`src/bpps_consts.vh`:
```
// constants and register map of the balancing pin pulse sequencer
// What this block does
// - each of twelve pins follows its nibble: steady high, steady low, or 1-7 pulses
// - pulses repeat every 155 us, about 6.45 kHz
// - each pulse is 77.6 us wide
// - pulsing starts after the start command only if its check code matches
// - poll data output stays low until the pulse sequence has finished
// - start and write-config commands are ignored while pulsing
// - conversion-poll command also reports pulse sequence completion
// - write-config with good command code but bad data code clears config
// - a set discharge bit forces its pin low over the pulse config
// - clear command zeroes config and releases pins at once
`ifndef BPPS_CONSTS_VH
`define BPPS_CONSTS_VH

// register byte addresses
`define BPPS_ADDR_CMD      8'h00
`define BPPS_ADDR_CFG_LO   8'h04
`define BPPS_ADDR_CFG_HI   8'h08
`define BPPS_ADDR_DPEC     8'h0C
`define BPPS_ADDR_DISCH    8'h10
`define BPPS_ADDR_STATUS   8'h14
`define BPPS_ADDR_ACT_LO   8'h18
`define BPPS_ADDR_ACT_HI   8'h1C

// command word fields: code in 31:16, check code in 15:0
`define BPPS_CMD_CODE_MSB  31
`define BPPS_CMD_CODE_LSB  16
`define BPPS_CMD_START     16'h0A51
`define BPPS_CMD_WRITE     16'h0A52
`define BPPS_CMD_CLEAR     16'h0A53
`define BPPS_CMD_POLL      16'h0A54

// status bit positions
`define BPPS_ST_BUSY       0
`define BPPS_ST_DONE       1
`define BPPS_ST_CMD_ERR    2
`define BPPS_ST_DATA_ERR   3
`define BPPS_ST_POLL       4

// check code generator
`define BPPS_CRC_POLY      15'h4599
`define BPPS_CRC_SEED      15'h0010

// timing: period and width as printed, clock period in ns
`define BPPS_CLK_NS        50
`define BPPS_PERIOD_NS     155000
`define BPPS_WIDTH_NS      77600
`define BPPS_PERIOD_CYC    (`BPPS_PERIOD_NS / `BPPS_CLK_NS)
`define BPPS_WIDTH_CYC     ((`BPPS_WIDTH_NS + `BPPS_CLK_NS - 1) / `BPPS_CLK_NS)

// reset values
`define BPPS_CFG_RST       48'h000000000000
`define BPPS_DISCH_RST     12'h000

`endif

```
`src/bpps_timebase.v`:
```
// shared pulse timebase for all balancing pins
`default_nettype none
`include "bpps_consts.vh"

module bpps_timebase #(
  parameter integer PERIOD_CYC = `BPPS_PERIOD_CYC,
  parameter integer WIDTH_CYC  = `BPPS_WIDTH_CYC
) (
  input  wire       sys_clk_i,
  input  wire       rst_i,
  input  wire       start_i,
  input  wire       abort_i,
  input  wire [2:0] max_n_i,
  output reg        busy_o,
  output reg  [2:0] idx_o,
  output wire       in_width_o
);

  // counts are cut to the 12-bit counter on purpose; 3100 cycles fit
  localparam [31:0] LAST_C32  = PERIOD_CYC - 1;
  localparam [31:0] WIDTH_C32 = WIDTH_CYC;
  localparam [11:0] LAST_CYC  = LAST_C32[11:0];
  localparam [11:0] WIDTH_C12 = WIDTH_C32[11:0];

  reg [11:0] cnt_ff;
  reg [2:0]  max_ff;

  // low phase of each pulse spans the first width cycles of a period
  assign in_width_o = busy_o && (cnt_ff < WIDTH_C12);

  // period counter; one pulse index per period, stop after longest train
  always @(posedge sys_clk_i) begin
    if (rst_i || abort_i) begin
      busy_o <= 1'b0;
      idx_o  <= 3'h0;
      cnt_ff <= 12'h000;
      max_ff <= 3'h0;
    end else if (!busy_o) begin
      if (start_i && max_n_i != 3'h0) begin
        busy_o <= 1'b1;
        idx_o  <= 3'h0;
        cnt_ff <= 12'h000;
        max_ff <= max_n_i;
      end
    end else if (cnt_ff == LAST_CYC) begin
      cnt_ff <= 12'h000;
      idx_o  <= idx_o + 3'h1;
      if (idx_o + 3'h1 == max_ff) begin
        busy_o <= 1'b0;
      end
    end else begin
      cnt_ff <= cnt_ff + 12'h001;
    end
  end

endmodule
`default_nettype wire

```
`src/bpps_pin_logic.v`:
```
// per-pin level selection from nibble, timebase and discharge bits
`default_nettype none

module bpps_pin_logic #(
  parameter integer PINS = 12
) (
  input  wire [4*PINS-1:0] cfg_i,
  input  wire [PINS-1:0]   disch_i,
  input  wire              busy_i,
  input  wire [2:0]        idx_i,
  input  wire              in_width_i,
  output wire [PINS-1:0]   level_o
);

  genvar g;
  generate
    for (g = 0; g < PINS; g = g + 1) begin : pin
      wire [3:0] nib;
      wire       pulse_low;
      assign nib = cfg_i[4*g+3:4*g];
      // pulse k is low while index k is below the nibble count
      assign pulse_low = busy_i && in_width_i && (idx_i < nib[2:0]);
      // discharge forces low; 1xxx steady low; 0000 steady high
      assign level_o[g] = disch_i[g] ? 1'b0 :
                          nib[3]     ? 1'b0 :
                          !pulse_low;
    end
  endgenerate

endmodule
`default_nettype wire

```
`src/bpps_top.v`:
```
// balancing pin pulse sequencer: command decode, config storage, pin outputs
`default_nettype none
`include "bpps_consts.vh"

module bpps_top #(
  parameter integer PINS       = 12,
  parameter integer PERIOD_CYC = `BPPS_PERIOD_CYC,
  parameter integer WIDTH_CYC  = `BPPS_WIDTH_CYC
) (
  input  wire              sys_clk_i,
  input  wire              rst_i,
  input  wire [7:0]        addr_i,
  input  wire [31:0]       wdata_i,
  input  wire              wr_i,
  input  wire              rd_i,
  output reg  [31:0]       rdata_o,
  output reg  [PINS-1:0]   s_pin_o,
  output reg               poll_sdo_o,
  output reg               busy_o
);

  // register map, byte addresses:
  //   00 command word, write only: code in 31:16, check code in 15:0
  //   04 staged pulse config, pins 0-7, one nibble each
  //   08 staged pulse config, pins 8-11 in bits 15:0
  //   0C data check code over the 48 staged bits
  //   10 discharge bits, one per pin
  //   14 status: busy, done, command error, data error, poll pending
  //   18 active pulse config, pins 0-7, read only
  //   1C active pulse config, pins 8-11, read only
  //   status bits 2 and 3 clear on a write of one; a new error in the
  //   same cycle wins over the clear
  // the staged config only reaches the pins through a write command whose
  // data check code matches, so a torn update of the two halves is never
  // driven onto the converters

  // check code over the low nbits of data, msb first, result left aligned
  // one routine serves the command word and the 48 staged config bits
  function [15:0] crc_calc;
    input [47:0] data;
    input integer nbits;
    reg   [14:0] rem;
    reg          fb;
    integer      i;
    begin
      rem = `BPPS_CRC_SEED;
      for (i = 47; i >= 0; i = i - 1) begin
        if (i < nbits) begin
          fb  = data[i] ^ rem[14];
          rem = {rem[13:0], 1'b0};
          if (fb) begin
            rem = rem ^ `BPPS_CRC_POLY;
          end
        end
      end
      crc_calc = {rem, 1'b0};
    end
  endfunction

  // configuration state
  reg [47:0]     cfg_ff;
  reg [47:0]     stage_ff;
  reg [15:0]     dpec_ff;
  reg [PINS-1:0] disch_ff;
  reg            cmd_err_ff;
  reg            data_err_ff;
  reg            done_ff;
  reg            poll_ff;
  reg            start_ff;
  reg            abort_ff;
  reg [2:0]      max_n_ff;

  // next values for the control state, built by the decode below
  reg [47:0]     nxt_cfg;
  reg            nxt_cmd_err;
  reg            nxt_data_err;
  reg            nxt_start;
  reg            nxt_abort;
  reg            nxt_poll;
  reg [31:0]     nxt_rdata;
  reg [2:0]      nxt_max_n;

  // timebase and pin logic results
  wire           tb_busy;
  wire [2:0]     tb_idx;
  wire           tb_width;
  wire [PINS-1:0] pin_level;
  wire           seq_busy;
  wire           start_real;

  // command word split
  // the command's own check code covers its 16 code bits alone
  wire [15:0] cmd_code;
  wire [15:0] cmd_pec;
  wire        cmd_wr;
  wire        cmd_ok;
  wire        data_ok;

  assign cmd_code = wdata_i[`BPPS_CMD_CODE_MSB:`BPPS_CMD_CODE_LSB];
  assign cmd_pec  = wdata_i[15:0];
  assign cmd_wr   = wr_i && (addr_i == `BPPS_ADDR_CMD);
  assign cmd_ok   = (crc_calc({32'h00000000, cmd_code}, 16) == cmd_pec);
  assign data_ok  = (crc_calc(stage_ff, 48) == dpec_ff);

  // a start only counts when some pin asks for pulses; an empty start would
  // otherwise flash busy for one cycle and clear done with nothing to do
  assign start_real = start_ff && (max_n_ff != 3'h0);

  // a start is in flight from its accepting write until the timebase runs
  assign seq_busy = tb_busy || start_real;

  // longest train among pins with a pulse nibble
  // steady-low nibbles (bit 3 set) never extend the sequence
  integer k;
  always @* begin
    nxt_max_n = 3'h0;
    for (k = 0; k < PINS; k = k + 1) begin
      if (!cfg_ff[4*k+3] && cfg_ff[4*k +: 3] > nxt_max_n) begin
        nxt_max_n = cfg_ff[4*k +: 3];
      end
    end
  end

  // command decode
  always @* begin
    nxt_cfg      = cfg_ff;
    nxt_cmd_err  = cmd_err_ff;
    nxt_data_err = data_err_ff;
    nxt_start    = 1'b0;
    nxt_abort    = 1'b0;
    nxt_poll     = poll_ff;
    // write one to clear the error flags; a new error below wins
    if (wr_i && addr_i == `BPPS_ADDR_STATUS) begin
      if (wdata_i[`BPPS_ST_CMD_ERR]) begin
        nxt_cmd_err = 1'b0;
      end
      if (wdata_i[`BPPS_ST_DATA_ERR]) begin
        nxt_data_err = 1'b0;
      end
    end
    // no command may act on a corrupt word
    if (cmd_wr && !cmd_ok) begin
      nxt_cmd_err = 1'b1; // bad command code: nothing else happens
    end else if (cmd_wr) begin
      case (cmd_code)
        // start only from idle, so a running train is never restarted mid-pulse
        `BPPS_CMD_START: begin
          if (!seq_busy) begin
            nxt_start = 1'b1;
          end
        end
        // write only from idle; a bad data code wipes the active config
        `BPPS_CMD_WRITE: begin
          if (!seq_busy) begin
            if (data_ok) begin
              nxt_cfg = stage_ff;
            end else begin
              nxt_cfg      = `BPPS_CFG_RST;
              nxt_data_err = 1'b1;
            end
          end
        end
        // clear works at any time, even in the middle of a train
        `BPPS_CMD_CLEAR: begin
          nxt_cfg   = `BPPS_CFG_RST;
          nxt_abort = 1'b1;
        end
        // poll only marks the host as waiting; the flag drops with busy
        `BPPS_CMD_POLL: begin
          nxt_poll = 1'b1;
        end
        default: begin
          nxt_cmd_err = nxt_cmd_err;
        end
      endcase
    end
  end

  // register read mux; unmapped addresses read zero
  // read data stands only in the cycle after the read strobe
  always @* begin
    nxt_rdata = 32'h00000000;
    case (addr_i)
      `BPPS_ADDR_CFG_LO: nxt_rdata = stage_ff[31:0];
      `BPPS_ADDR_CFG_HI: nxt_rdata = {16'h0000, stage_ff[47:32]};
      `BPPS_ADDR_DPEC:   nxt_rdata = {16'h0000, dpec_ff};
      `BPPS_ADDR_DISCH:  nxt_rdata = {{(32-PINS){1'b0}}, disch_ff};
      `BPPS_ADDR_STATUS: begin
        nxt_rdata[`BPPS_ST_BUSY]     = seq_busy;
        nxt_rdata[`BPPS_ST_DONE]     = done_ff && !seq_busy;
        nxt_rdata[`BPPS_ST_CMD_ERR]  = cmd_err_ff;
        nxt_rdata[`BPPS_ST_DATA_ERR] = data_err_ff;
        nxt_rdata[`BPPS_ST_POLL]     = poll_ff;
      end
      `BPPS_ADDR_ACT_LO: nxt_rdata = cfg_ff[31:0];
      `BPPS_ADDR_ACT_HI: nxt_rdata = {16'h0000, cfg_ff[47:32]};
      default:           nxt_rdata = 32'h00000000;
    endcase
  end

  // staging, discharge and read data registers
  // staging writes are free at any time; only the write command moves them to the pins
  always @(posedge sys_clk_i) begin
    if (rst_i) begin
      stage_ff <= `BPPS_CFG_RST;
      dpec_ff  <= 16'h0000;
      disch_ff <= `BPPS_DISCH_RST;
      rdata_o  <= 32'h00000000;
    end else begin
      if (wr_i && addr_i == `BPPS_ADDR_CFG_LO) begin
        stage_ff[31:0] <= wdata_i;
      end
      if (wr_i && addr_i == `BPPS_ADDR_CFG_HI) begin
        stage_ff[47:32] <= wdata_i[15:0];
      end
      if (wr_i && addr_i == `BPPS_ADDR_DPEC) begin
        dpec_ff <= wdata_i[15:0];
      end
      if (wr_i && addr_i == `BPPS_ADDR_DISCH) begin
        disch_ff <= wdata_i[PINS-1:0];
      end
      rdata_o <= rd_i ? nxt_rdata : 32'h00000000;
    end
  end

  // control state
  // start and abort are one-cycle strobes into the timebase
  always @(posedge sys_clk_i) begin
    if (rst_i) begin
      cfg_ff      <= `BPPS_CFG_RST;
      cmd_err_ff  <= 1'b0;
      data_err_ff <= 1'b0;
      start_ff    <= 1'b0;
      abort_ff    <= 1'b0;
      poll_ff     <= 1'b0;
      max_n_ff    <= 3'h0;
    end else begin
      cfg_ff      <= nxt_cfg;
      cmd_err_ff  <= nxt_cmd_err;
      data_err_ff <= nxt_data_err;
      start_ff    <= nxt_start;
      abort_ff    <= nxt_abort;
      max_n_ff    <= nxt_max_n;
      // poll mode ends once the sequence is over
      poll_ff     <= nxt_poll && seq_busy;
    end
  end

  // done: set when a sequence ends or aborts, cleared by a new start
  // an empty start leaves done set, since no train was ever launched
  always @(posedge sys_clk_i) begin
    if (rst_i) begin
      done_ff <= 1'b1;
    end else if (start_real) begin
      done_ff <= 1'b0;
    end else if (!tb_busy) begin
      done_ff <= 1'b1;
    end
  end

  // one counter paces every pin, so all trains start on the same edge
  bpps_timebase #(
    .PERIOD_CYC (PERIOD_CYC),
    .WIDTH_CYC  (WIDTH_CYC)
  ) u_timebase (
    .sys_clk_i  (sys_clk_i),
    .rst_i      (rst_i),
    .start_i    (start_ff),
    .abort_i    (abort_ff),
    .max_n_i    (max_n_ff),
    .busy_o     (tb_busy),
    .idx_o      (tb_idx),
    .in_width_o (tb_width)
  );

  // per-pin level selection; discharge bits win over every nibble
  bpps_pin_logic #(
    .PINS       (PINS)
  ) u_pins (
    .cfg_i      (cfg_ff),
    .disch_i    (disch_ff),
    .busy_i     (tb_busy),
    .idx_i      (tb_idx),
    .in_width_i (tb_width),
    .level_o    (pin_level)
  );

  // registered outputs; poll data low while a sequence runs
  // all outputs come from flops so the pins never glitch on decode changes
  always @(posedge sys_clk_i) begin
    if (rst_i) begin
      s_pin_o    <= {PINS{1'b1}};
      poll_sdo_o <= 1'b1;
      busy_o     <= 1'b0;
    end else begin
      s_pin_o    <= pin_level;
      poll_sdo_o <= !seq_busy;
      busy_o     <= seq_busy;
    end
  end

endmodule
`default_nettype wire

```
`config.mk`:
```
export PLATFORM = sky130hd
export DESIGN_NAME = bpps_top
export DESIGN_NICKNAME = d
export VERILOG_FILES = /design/src/bpps_timebase.v /design/src/bpps_pin_logic.v /design/src/bpps_top.v
export VERILOG_INCLUDE_DIRS = /design/src
export SDC_FILE = /design/constraint.sdc
export NUM_CORES = 1
export LEC_CHECK = 0
export BUFFER_PORTS_ARGS = -buffer_cell sky130_fd_sc_hd__buf_2
export CORE_ASPECT_RATIO = 1.5
export CORE_MARGIN = 4
export CORE_UTILIZATION = 55
export CTS_BUF_LIST = sky130_fd_sc_hd__clkbuf_8
export DETAILED_ROUTE_END_ITERATION = 6
export PLACE_DENSITY = 0.74
export SYNTH_ARGS = -nofsm -noshare
export SYNTH_HDL_FRONTEND = slang
export SYNTH_SLANG_ARGS = --single-unit
```
`constraint.sdc`:
```
create_clock -name sys_clk_i -period 18.15 [get_ports sys_clk_i]
set_input_delay 5.445 -clock sys_clk_i [delete_from_list [all_inputs] [get_ports sys_clk_i]]
set_output_delay 5.445 -clock sys_clk_i [all_outputs]
set_load 0.01 [all_outputs]
```
# Yosys cells after proc, flatten, opt, wreduce, memory -nomap -nowiden
# Index checks and enable logic that the tools add are counted.
# word_totals
register_bits,198
# classes
n_addsub,2
n_lt_le_gt_ge,25
eq_ne,18
muxes,132
bitwise,129
reduce_logical,77
# op_table
op,n
$mux W15,64
$not A7 Y7,62
$pmux W27 S6,1
$mux W48,2
$pmux W48 S2,1
$eq A16 B12 Y1 const B,4
$xor A1 B1 Y1,62
$mux W1,45
$mux W3,15
$logic_and A1 B1 Y1,36
$lt A3 B3 Y1,12
$mux W12,3
$pmux W5 S7,1
$gt A3 B3 Y1,11
$eq A16 B16 Y1,2
$eq A8 B5 Y1 const B,4
$logic_not A1 Y1,26
$eq A8 B4 Y1 const B,2
$add A12 B1 Y12 const B,1
$eq A12 B12 Y1 const B,1
$lt A12 B11 Y1 const B,1
$eq A8 B3 Y1 const B,1
$logic_not A8 Y1,1
$reduce_bool A2 Y1,4
other kinds (12),21

# Longest topological paths before layout
# Gate-level depths: netlist (run 1).
# logic_depth
word_depth,101
mapped_depth,70
depth_no_buf,70

# Modules after synthesis
# From an unflattened synthesis (run 1), not the netlist that was laid out.
# hier_totals
cells_unflattened,1553
hier_area_um2,14048.5
# by_module_without_submodules
module,n_inst,cells_each,area_per_inst_um2
bpps_top,1,1329,12208.0
bpps_timebase,1,125,1017.2
bpps_pin_logic,1,99,823.3

# Worst setup path after synthesis (run 1)
# Ideal clock, no wire load.
# synth_path
path_type,register to register
startpoint,register cfg_ff[1]
endpoint,register max_n_ff[1]
setup_time_ns,0.058
arrival_time_ns,13.616
setup_slack_ns,4.476
path_stages_with_launch,67
n_path_buf,0
synth_period_minus_slack_ns,13.674
path_cell_list,dfxtp_1 -> inv_1 -> nor2_1 -> inv_1 -> ha_1 -> nor2b_1 -> o21ai_0 -> a21o_1 -> a21o_1 -> inv_1 -> ha_1 -> nor2b_1 -> o21a_1 -> o21a_1 -> and2_1 -> or2_2 -> ha_1 -> nor2b_1 -> [31 not listed] -> a21o_1 -> a21oi_1 -> a311oi_1 -> nor2_1 -> a21oi_1 -> ha_1 -> nor2b_1 -> o21ai_0 -> inv_1 -> o21ai_1 -> o21ai_0 -> ha_1 -> nor2b_1 -> o21a_1 -> o21ai_0 -> o21ai_0 -> a21oi_1 -> o21a_1
# synth_via
elab_chain_len,36
# synth_lines
item,line,rtl
start: declaration,bpps_top.v:61,reg [47:0] cfg_ff;
start signal: assignment,bpps_top.v:230,cfg_ff <= `BPPS_CFG_RST;
start signal: assignment,bpps_top.v:238,cfg_ff <= nxt_cfg;
$gt A3 B1 Y1,bpps_top.v:118,if (!cfg_ff[4*k+3] && cfg_ff[4*k +: 3] > nxt_max_n) begin
$logic_and A1 B1 Y1,bpps_top.v:118,
$mux W3 (*),bpps_top.v:118,
$gt A3 B3 Y1,bpps_top.v:118,
$logic_and A1 B1 Y1,bpps_top.v:118,
$mux W3 (*),bpps_top.v:118,
$gt A3 B3 Y1,bpps_top.v:118,
$logic_and A1 B1 Y1,bpps_top.v:118,
[20 not listed],n/a,
$logic_and A1 B1 Y1,bpps_top.v:118,
$mux W3 (*),bpps_top.v:118,
$gt A3 B3 Y1,bpps_top.v:118,
$logic_and A1 B1 Y1,bpps_top.v:118,
$mux W3 (*),bpps_top.v:118,
$gt A3 B3 Y1,bpps_top.v:118,
$logic_and A1 B1 Y1,bpps_top.v:118,
$mux W3 (*),bpps_top.v:118,
end signal: assignment,bpps_top.v:243,max_n_ff <= nxt_max_n;
end: declaration,bpps_top.v:71,reg [2:0] max_n_ff;
# Mark *: on every way between the ends. The rest lies on a longest branch, timed or not.
# A chain may end at the register's enable or synchronous reset.

# Worst setup path in the final report (run 1)
# layout_path
startpoint,register cfg_ff[1]
endpoint,register max_n_ff[2]
# Same word-level chain as after synthesis.

==> key figures, run 1 <==
Placement
  • DP Worst Slack: 2.90 ns
  • Placed cell count: 1725
  • Post-DP HPWL: 30.9 mm
  • IO buf count: 89
  • Placer Congestion: approximately 0.97

GRT
  • GRT Overall Usage: 0.297
  • First-pass GRT wire length: 61.1 mm
  • Vias in the first global route: 10800
  • Overflow left after global routing: 0
  • Pin count of the biggest net entering global routing: 84
  • Initial antenna violation count: 0

Critical path
  • Critical Path AT: roughly 16 ns
  • CP Max Fanout: 9
  • Crit path kind: flip-flop to flip-flop
  • Req. time, crit path: ~19 ns
  • Crit path top cell by count: ha_1
  • CP startpoint kind: flip-flop
  • CP max-delay cell: a311oi_1
  • Crit end category: flip-flop
  • Slowest stage delay, CP: roughly 0.54 ns

Route
  • Routed WL: 40.0 mm
  • Routed WL per cell: 22.8 um
  • Initial drt markers: 977
  • DR pass1 iterations: 5
  • Post-route ant nets: 0
  • DR vias/cell: 6.21
  • DR DRC count: 0
  • Vias: 10900

Clock network
  • Clock Latency Late Sink: around 0.50 ns
  • Hold-fix buffers at CTS: 0
  • Root Driver: clkbuf_8
  • H-tree lvl count: 4
  • Clock sink total: between 150 and 200
  • Max clock buf depth: 2
  • Post-CTS Resized: 0
  • Total CTS buffers: 17
  • Post-CTS Setup Bufs: 0
  • CTS tree: built
  • Reg clk slew, reported paths: approximately 0.11 ns

Worst hold path
  • Hold WC Path Type: flip-flop to flip-flop

Floorplan
  • Die Ht: around 200 um
  • Rows: a little under 70
  • Starting Density: 0.562
  • IO Pins: 90
  • Die Wd: between 100 and 150 um
  • Core region area: 0.0238 sq mm
  • DIE AREA: between 0.02 and 0.03 sq mm

Job
  • Max_cap viols: 0

Timing
  • Fmax: 64.4 MHz
  • Worst Max-Slew Pin Slew: 1.21 ns
  • Fin crit period: 15.53 ns
  • RSZ-0062 raised after global routing: no
  • Fin crit share: 0.856
  • Setup WS post-layout: 2.62 ns
  • Setup Viol. Count Final: 0
  • Slew margin rel.: 0.194
  • Clk_skew: 0.0238 ns
  • Final hold viol count: 0
  • Setup TNS: 0 ns
  • Hold_ws: 0.458 ns
  • Pins over their slew limit: 0

Synth
  • Synth warn: 0
  • Ys async rst share: 0
  • Register area share after synthesis: 0.296
  • Syn Inst Count: 1383
  • Synthesized area: 0.0134 sq mm
  • Ys flop type: dfxtp_1
  • EDFF count, synth: 0
  • Unique cell type count in the Yosys netlist: 63
  • Syn avg cell area: 9.69 sq um
  • Synthesized flop and latch total: 198
  • Synth Net Count: 1487

Finish
  • Reg area: 0.00396 sq mm
  • Post-route insts no fill: 1758
  • Layout cells sized above 1: 0.124
  • Area growth syn-to-layout: 7.72%
  • Fillers: ~2100
  • Final #Nets: 1529
  • Multi-input logic area: 0.00892 sq mm

Pwr
  • Peak supply drop: between 0.2 and 0.25 mV
  • Leak: 5.58 nW
  • Power density cells: around 90 mW/mm^2

Run status
  • Status: complete, no violations
-- metrics by stage --
step,utilization,total power [mW],cell area [sq um]
after detailed placement,0.588,1.04,14000
after CTS,0.606,1.32,14400
after global placement,0.588,1.02,14000
final,0.606,1.32,14400
after global routing,0.606,1.38,14400
after floorplan,-,0.941,13400
-- kinds of logic after synthesis --
family                     after synthesis  synth area share
AOI/OAI and AO/OA                      336             0.174
xor gates and xnor gates               304             0.298
buffers and inverters                  130            0.0402
muxes                                   32            0.0253
adders and majority gates               60            0.0560
DFF                                    198             0.296
and+or+nand+nor                        323             0.111
-- registers in the layout (all words and copies together) (netlist names), 3 cells and up --
register	cells
dpec_ff	16
disch_ff	12
u_timebase.idx_o	3
stage_ff	48
cfg_ff	48
max_n_ff	3
u_timebase.max_ff	3
rdata_o	32
u_timebase.cnt_ff	12
s_pin_o	12
-- synth_stat cells, types with 49 or more instances --
master,number,area [sq um]
clkbuf_1,60,225
dfxtp_1,198,3960
xnor3_1,62,1400
xor2_1,57,499
a32o_1,49,490
a21oi_1,94,470
xnor2_1,153,1340
inv_1,51,191
nor2_1,64,240
nand2_1,160,601
ha_1,60,751
a22oi_1,55,413
-- critical path: cells and delay by family (launching register included) --
family / cells / cell delay [ns]
AO/OA/AOI/OAI: 33 / 7.82
adder cells (fa/ha/maj): 11 / 3.14
multiplexers: 5 / 2.06
AND/OR/NAND/NOR: 11 / 1.71
flip-flops: 1 / 0.36
buffers and inverters: 6 / 0.36
-- path summary, 6_finish.rpt --
check,slack (ns),to,from,cells past startpoint
max reg2reg,2.62,max_n_ff[2]$_SDFF_PP0_,cfg_ff[1]$_SDFFE_PP0P_,66
max,2.62,max_n_ff[2]$_SDFF_PP0_,cfg_ff[1]$_SDFFE_PP0P_,66
min reg2reg,0.46,done_ff$_SDFFE_PP1P_,done_ff$_SDFFE_PP1P_,2
min,0.46,done_ff$_SDFFE_PP1P_,done_ff$_SDFFE_PP1P_,2
-- layout make-up --
cell class | instances | area share
multi-input cells | 1055 | 0.618
flip-flops and latches | 198 | 0.275
repair buffers | 101 | 0.0371
clock buffers | 17 | 0.0162
inverters | 52 | 0.0135
clock inverters | 15 | 0.0124
well taps | 319 | 0.0277
diodes | 1 | 0.000173
-- routing by layer --
metal  vias to the layer above  wire length, um  track usage  share of wire
li1                       5029                -            -              -
met1                      5220            14600        0.339           0.37
met2                       505            19400        0.508           0.48
met3                       156             2700       0.0461          0.067
met4                         0             3290        0.208          0.082
met5                         -                0            0              0
-- cells in the final DEF, fill, tap and decap left out, drive strengths merged, types with 16 or more instances in the layout --
cell type and instances:
a211oi 19, buf 101, nand2 160, ha 60
xnor2 158, dfxtp 198, inv 57, clkbuf 17
mux2i 17, o21ai 39, nand2b 16, o31ai 17
a22oi 55, xor3 18, a21oi 94, a32o 49
xnor3 67, xor2 61, nor2 64, a31oi 17
-- where the power goes --
part | leakage, nW | switching [mW] | total (mW) | internal (mW)
clock network | 0.197 | 0.182 | 0.288 | 0.105
registers | 1.59 | 0.000461 | 0.435 | 0.434
logic | 3.79 | 0.288 | 0.595 | 0.307
Note: power is estimated with default switching activity, not from simulation.
==> inputs of run 2 (changes only) <==
Settings changed: RECOVER_POWER from default to 50.
==> run 2 against run 1 <==
Compared with the run above:
- total power hardly changed
- combinational power barely moved
- sequential power about the same
- setup slack lost 0.0033 ns
- clock skew grew 0.0022 ns
- critical endpoint unchanged
- global-route usage unchanged
- critical path depth is the same
- clock power is essentially flat
- the run now ends with max-capacitance violations, max-slew violations left
==> key figures, run 2 (synthesis gave the netlist of run 1 again) <==
Run status
  • Status: finished with violations
  • Violations in the final reports: max-capacitance violations, max-slew violations

GRT
  • First-pass GRT wire length: 61.1 mm
  • Vias in the first global route: roughly 11000
  • Overflow left after global routing: 0
  • Initial antenna violation count: 0
  • Pin count of the biggest net entering global routing: 84
  • GRT Overall Usage: 0.297

Route
  • Post-route ant nets: 0
  • Routed WL per cell: approximately 23 um
  • DR DRC count: 0
  • DR vias/cell: 6.22
  • Vias: roughly 11000
  • Initial drt markers: 967
  • Routed WL: 40.2 mm
  • DR pass1 iterations: 7

Pwr
  • Part of the power in registers: 0.330
  • Sw frac: 0.358
  • Leak: 5.41 nW
  • Psw: 0.473 mW
  • Clock power share: 0.219
  • Cell internal pwr: 0.847 mW
  • Power density cells: roughly 92 mW/mm^2
  • Peak supply drop: 0.246 mV
  • Comb power frac: 0.451

Finish
  • Layout cells sized above 1: 0.0911
  • Final #Nets: 1529
  • Top Registers: cfg_ff: 48 flops, stage_ff: 48 flops, rdata_o: 32 flops
  • Commonest cells after routing, fill and taps aside: 198 x dfxtp_1, 160 x nand2_1, 153 x xnor2_1
  • Fillers: 2066
  • Area growth syn-to-layout: 7.27%
  • Leading cell type in the layout, fill and taps excluded: dfxtp_1

Floorplan
  • Rows: 69
  • Core region area: 0.0238 sq mm
  • IO Pins: 90
  • Starting Density: 0.562
  • Die Ht: 199 um
  • Die Wd: about 140 um
  • DIE AREA: 0.0270 sq mm

Clock network
  • Post-CTS Resized: 0
  • Max clock buf depth: 2
  • Root Driver: clkbuf_8
  • Reg clk slew, reported paths: 0.11 ns
  • Clock Latency Late Sink: 0.51 ns
  • H-tree lvl count: 4
  • CTS tree: built
  • Total CTS buffers: 17
  • Clock sink total: 198
  • Post-CTS Setup Bufs: 0
  • Hold-fix buffers at CTS: 0

Critical path
  • CP Max Fanout: 9
  • FF-to-FF Start: cfg_ff[1]$_SDFFE_PP0P_
  • Crit path top cell by count: ha_1
  • Crit path kind: flip-flop to flip-flop
  • R2R depth: 66
  • Slowest stage delay, CP: 0.54 ns
  • R2r endpoint: max_n_ff[2]$_SDFF_PP0_
  • Crit end category: flip-flop
  • Critical Path AT: ~16 ns
  • CP max-delay cell: a311oi_1
  • Reg2reg setup slack: 2.62 ns
  • Req. time, crit path: 18.59 ns
  • CP startpoint kind: flip-flop

Worst hold path
  • Hold WC Path Type: flip-flop to flip-flop
  • Worst min-delay path endpoint: done_ff$_SDFFE_PP1P_
  • Hold Path Cell Cnt: 2
  • Hold Crit Start: done_ff$_SDFFE_PP1P_

Timing
  • Fin crit period: 15.53 ns
  • Setup Viol. Count Final: 0
  • Final hold viol count: 0
  • Setup WS post-layout: 2.62 ns
  • Slew margin rel.: -1.60
  • Hold_ws: 0.458 ns
  • Worst Max-Slew Pin Slew: 3.91 ns
  • Fmax: 64.4 MHz
  • RSZ-0062 raised after global routing: no
  • Fin crit share: 0.856
  • Pins over their slew limit: 84
  • Setup TNS: 0 ns
  • Clk_skew: approximately 0.026 ns

Job
  • Max_cap viols: 1

Placement
  • DP Worst Slack: 2.90 ns
  • IO buf count: 89
  • Placer Congestion: slightly below 1
  • Post-DP HPWL: 30.9 mm
-- run 2: power groups by stage --
| stage | sequential (mW) | clock [mW] | combinational (mW) |
|---|---|---|---|
| after floorplan | 0.445 | 0 | 0.497 |
| after global placement | 0.445 | 0 | 0.578 |
| after detailed placement | 0.445 | 0 | 0.594 |
| after CTS | 0.435 | 0.291 | 0.595 |
| after global routing | 0.435 | 0.305 | 0.636 |
| final | 0.435 | 0.289 | 0.595 |
-- run 2: final cells by class --
class	instances	area, sq um	share of cell area
diodes	1	2.50	0.000174
multi-input cells	1055	8920	0.621
clock buffers	17	234	0.0163
repair buffers	101	474	0.0330
flip-flops and latches	198	3960	0.276
clock inverters	15	179	0.0125
inverters	52	195	0.0136
well taps	319	399	0.0278
-- run 2: worst max-delay path: cells and delay by family (launching register included) --
kind,cells,cell delay (ns)
compound gates,33,7.79
fa+ha+maj,11,3.15
mux,5,2.06
buf+inv,6,0.36
flops,1,0.36
simple gates,11,1.71
-- run 2: stage by stage --
stage	total power [mW]	cell area [sq um]	util	instances
final	1.32	14400	0.603	1758
after detailed placement	1.04	14000	0.588	1725
after global placement	1.02	14000	0.588	1725
after floorplan	0.941	13400	-	1383
after global routing	1.38	14400	0.603	1757
after CTS	1.32	14400	0.606	1757
-- run 2: worst max path at each step --
stage	from	endpoint	slack (ns)	cells after the start
2_1_floorplan	cfg_ff[1]$_SDFFE_PP0P_	max_n_ff[1]$_SDFF_PP0_	4.48	66
3_3_place_gp	cfg_ff[1]$_SDFFE_PP0P_	max_n_ff[1]$_SDFF_PP0_	3.54	66
3_5_place_dp	cfg_ff[1]$_SDFFE_PP0P_	max_n_ff[1]$_SDFF_PP0_	2.90	66
4_1_cts	cfg_ff[1]$_SDFFE_PP0P_	max_n_ff[2]$_SDFF_PP0_	2.84	66
5_1_grt	cfg_ff[1]$_SDFFE_PP0P_	max_n_ff[1]$_SDFF_PP0_	1.52	66
6_report	cfg_ff[1]$_SDFFE_PP0P_	max_n_ff[2]$_SDFF_PP0_	2.62	66
-- run 2: routing by layer --
layer  vias to the layer above  part of all wire  track usage
li1                       5016                 -            -
met1                      5227              0.37        0.339
met2                       525              0.49        0.508
met3                       160             0.066       0.0461
met4                         0             0.080        0.208
met5                         -                 0            0
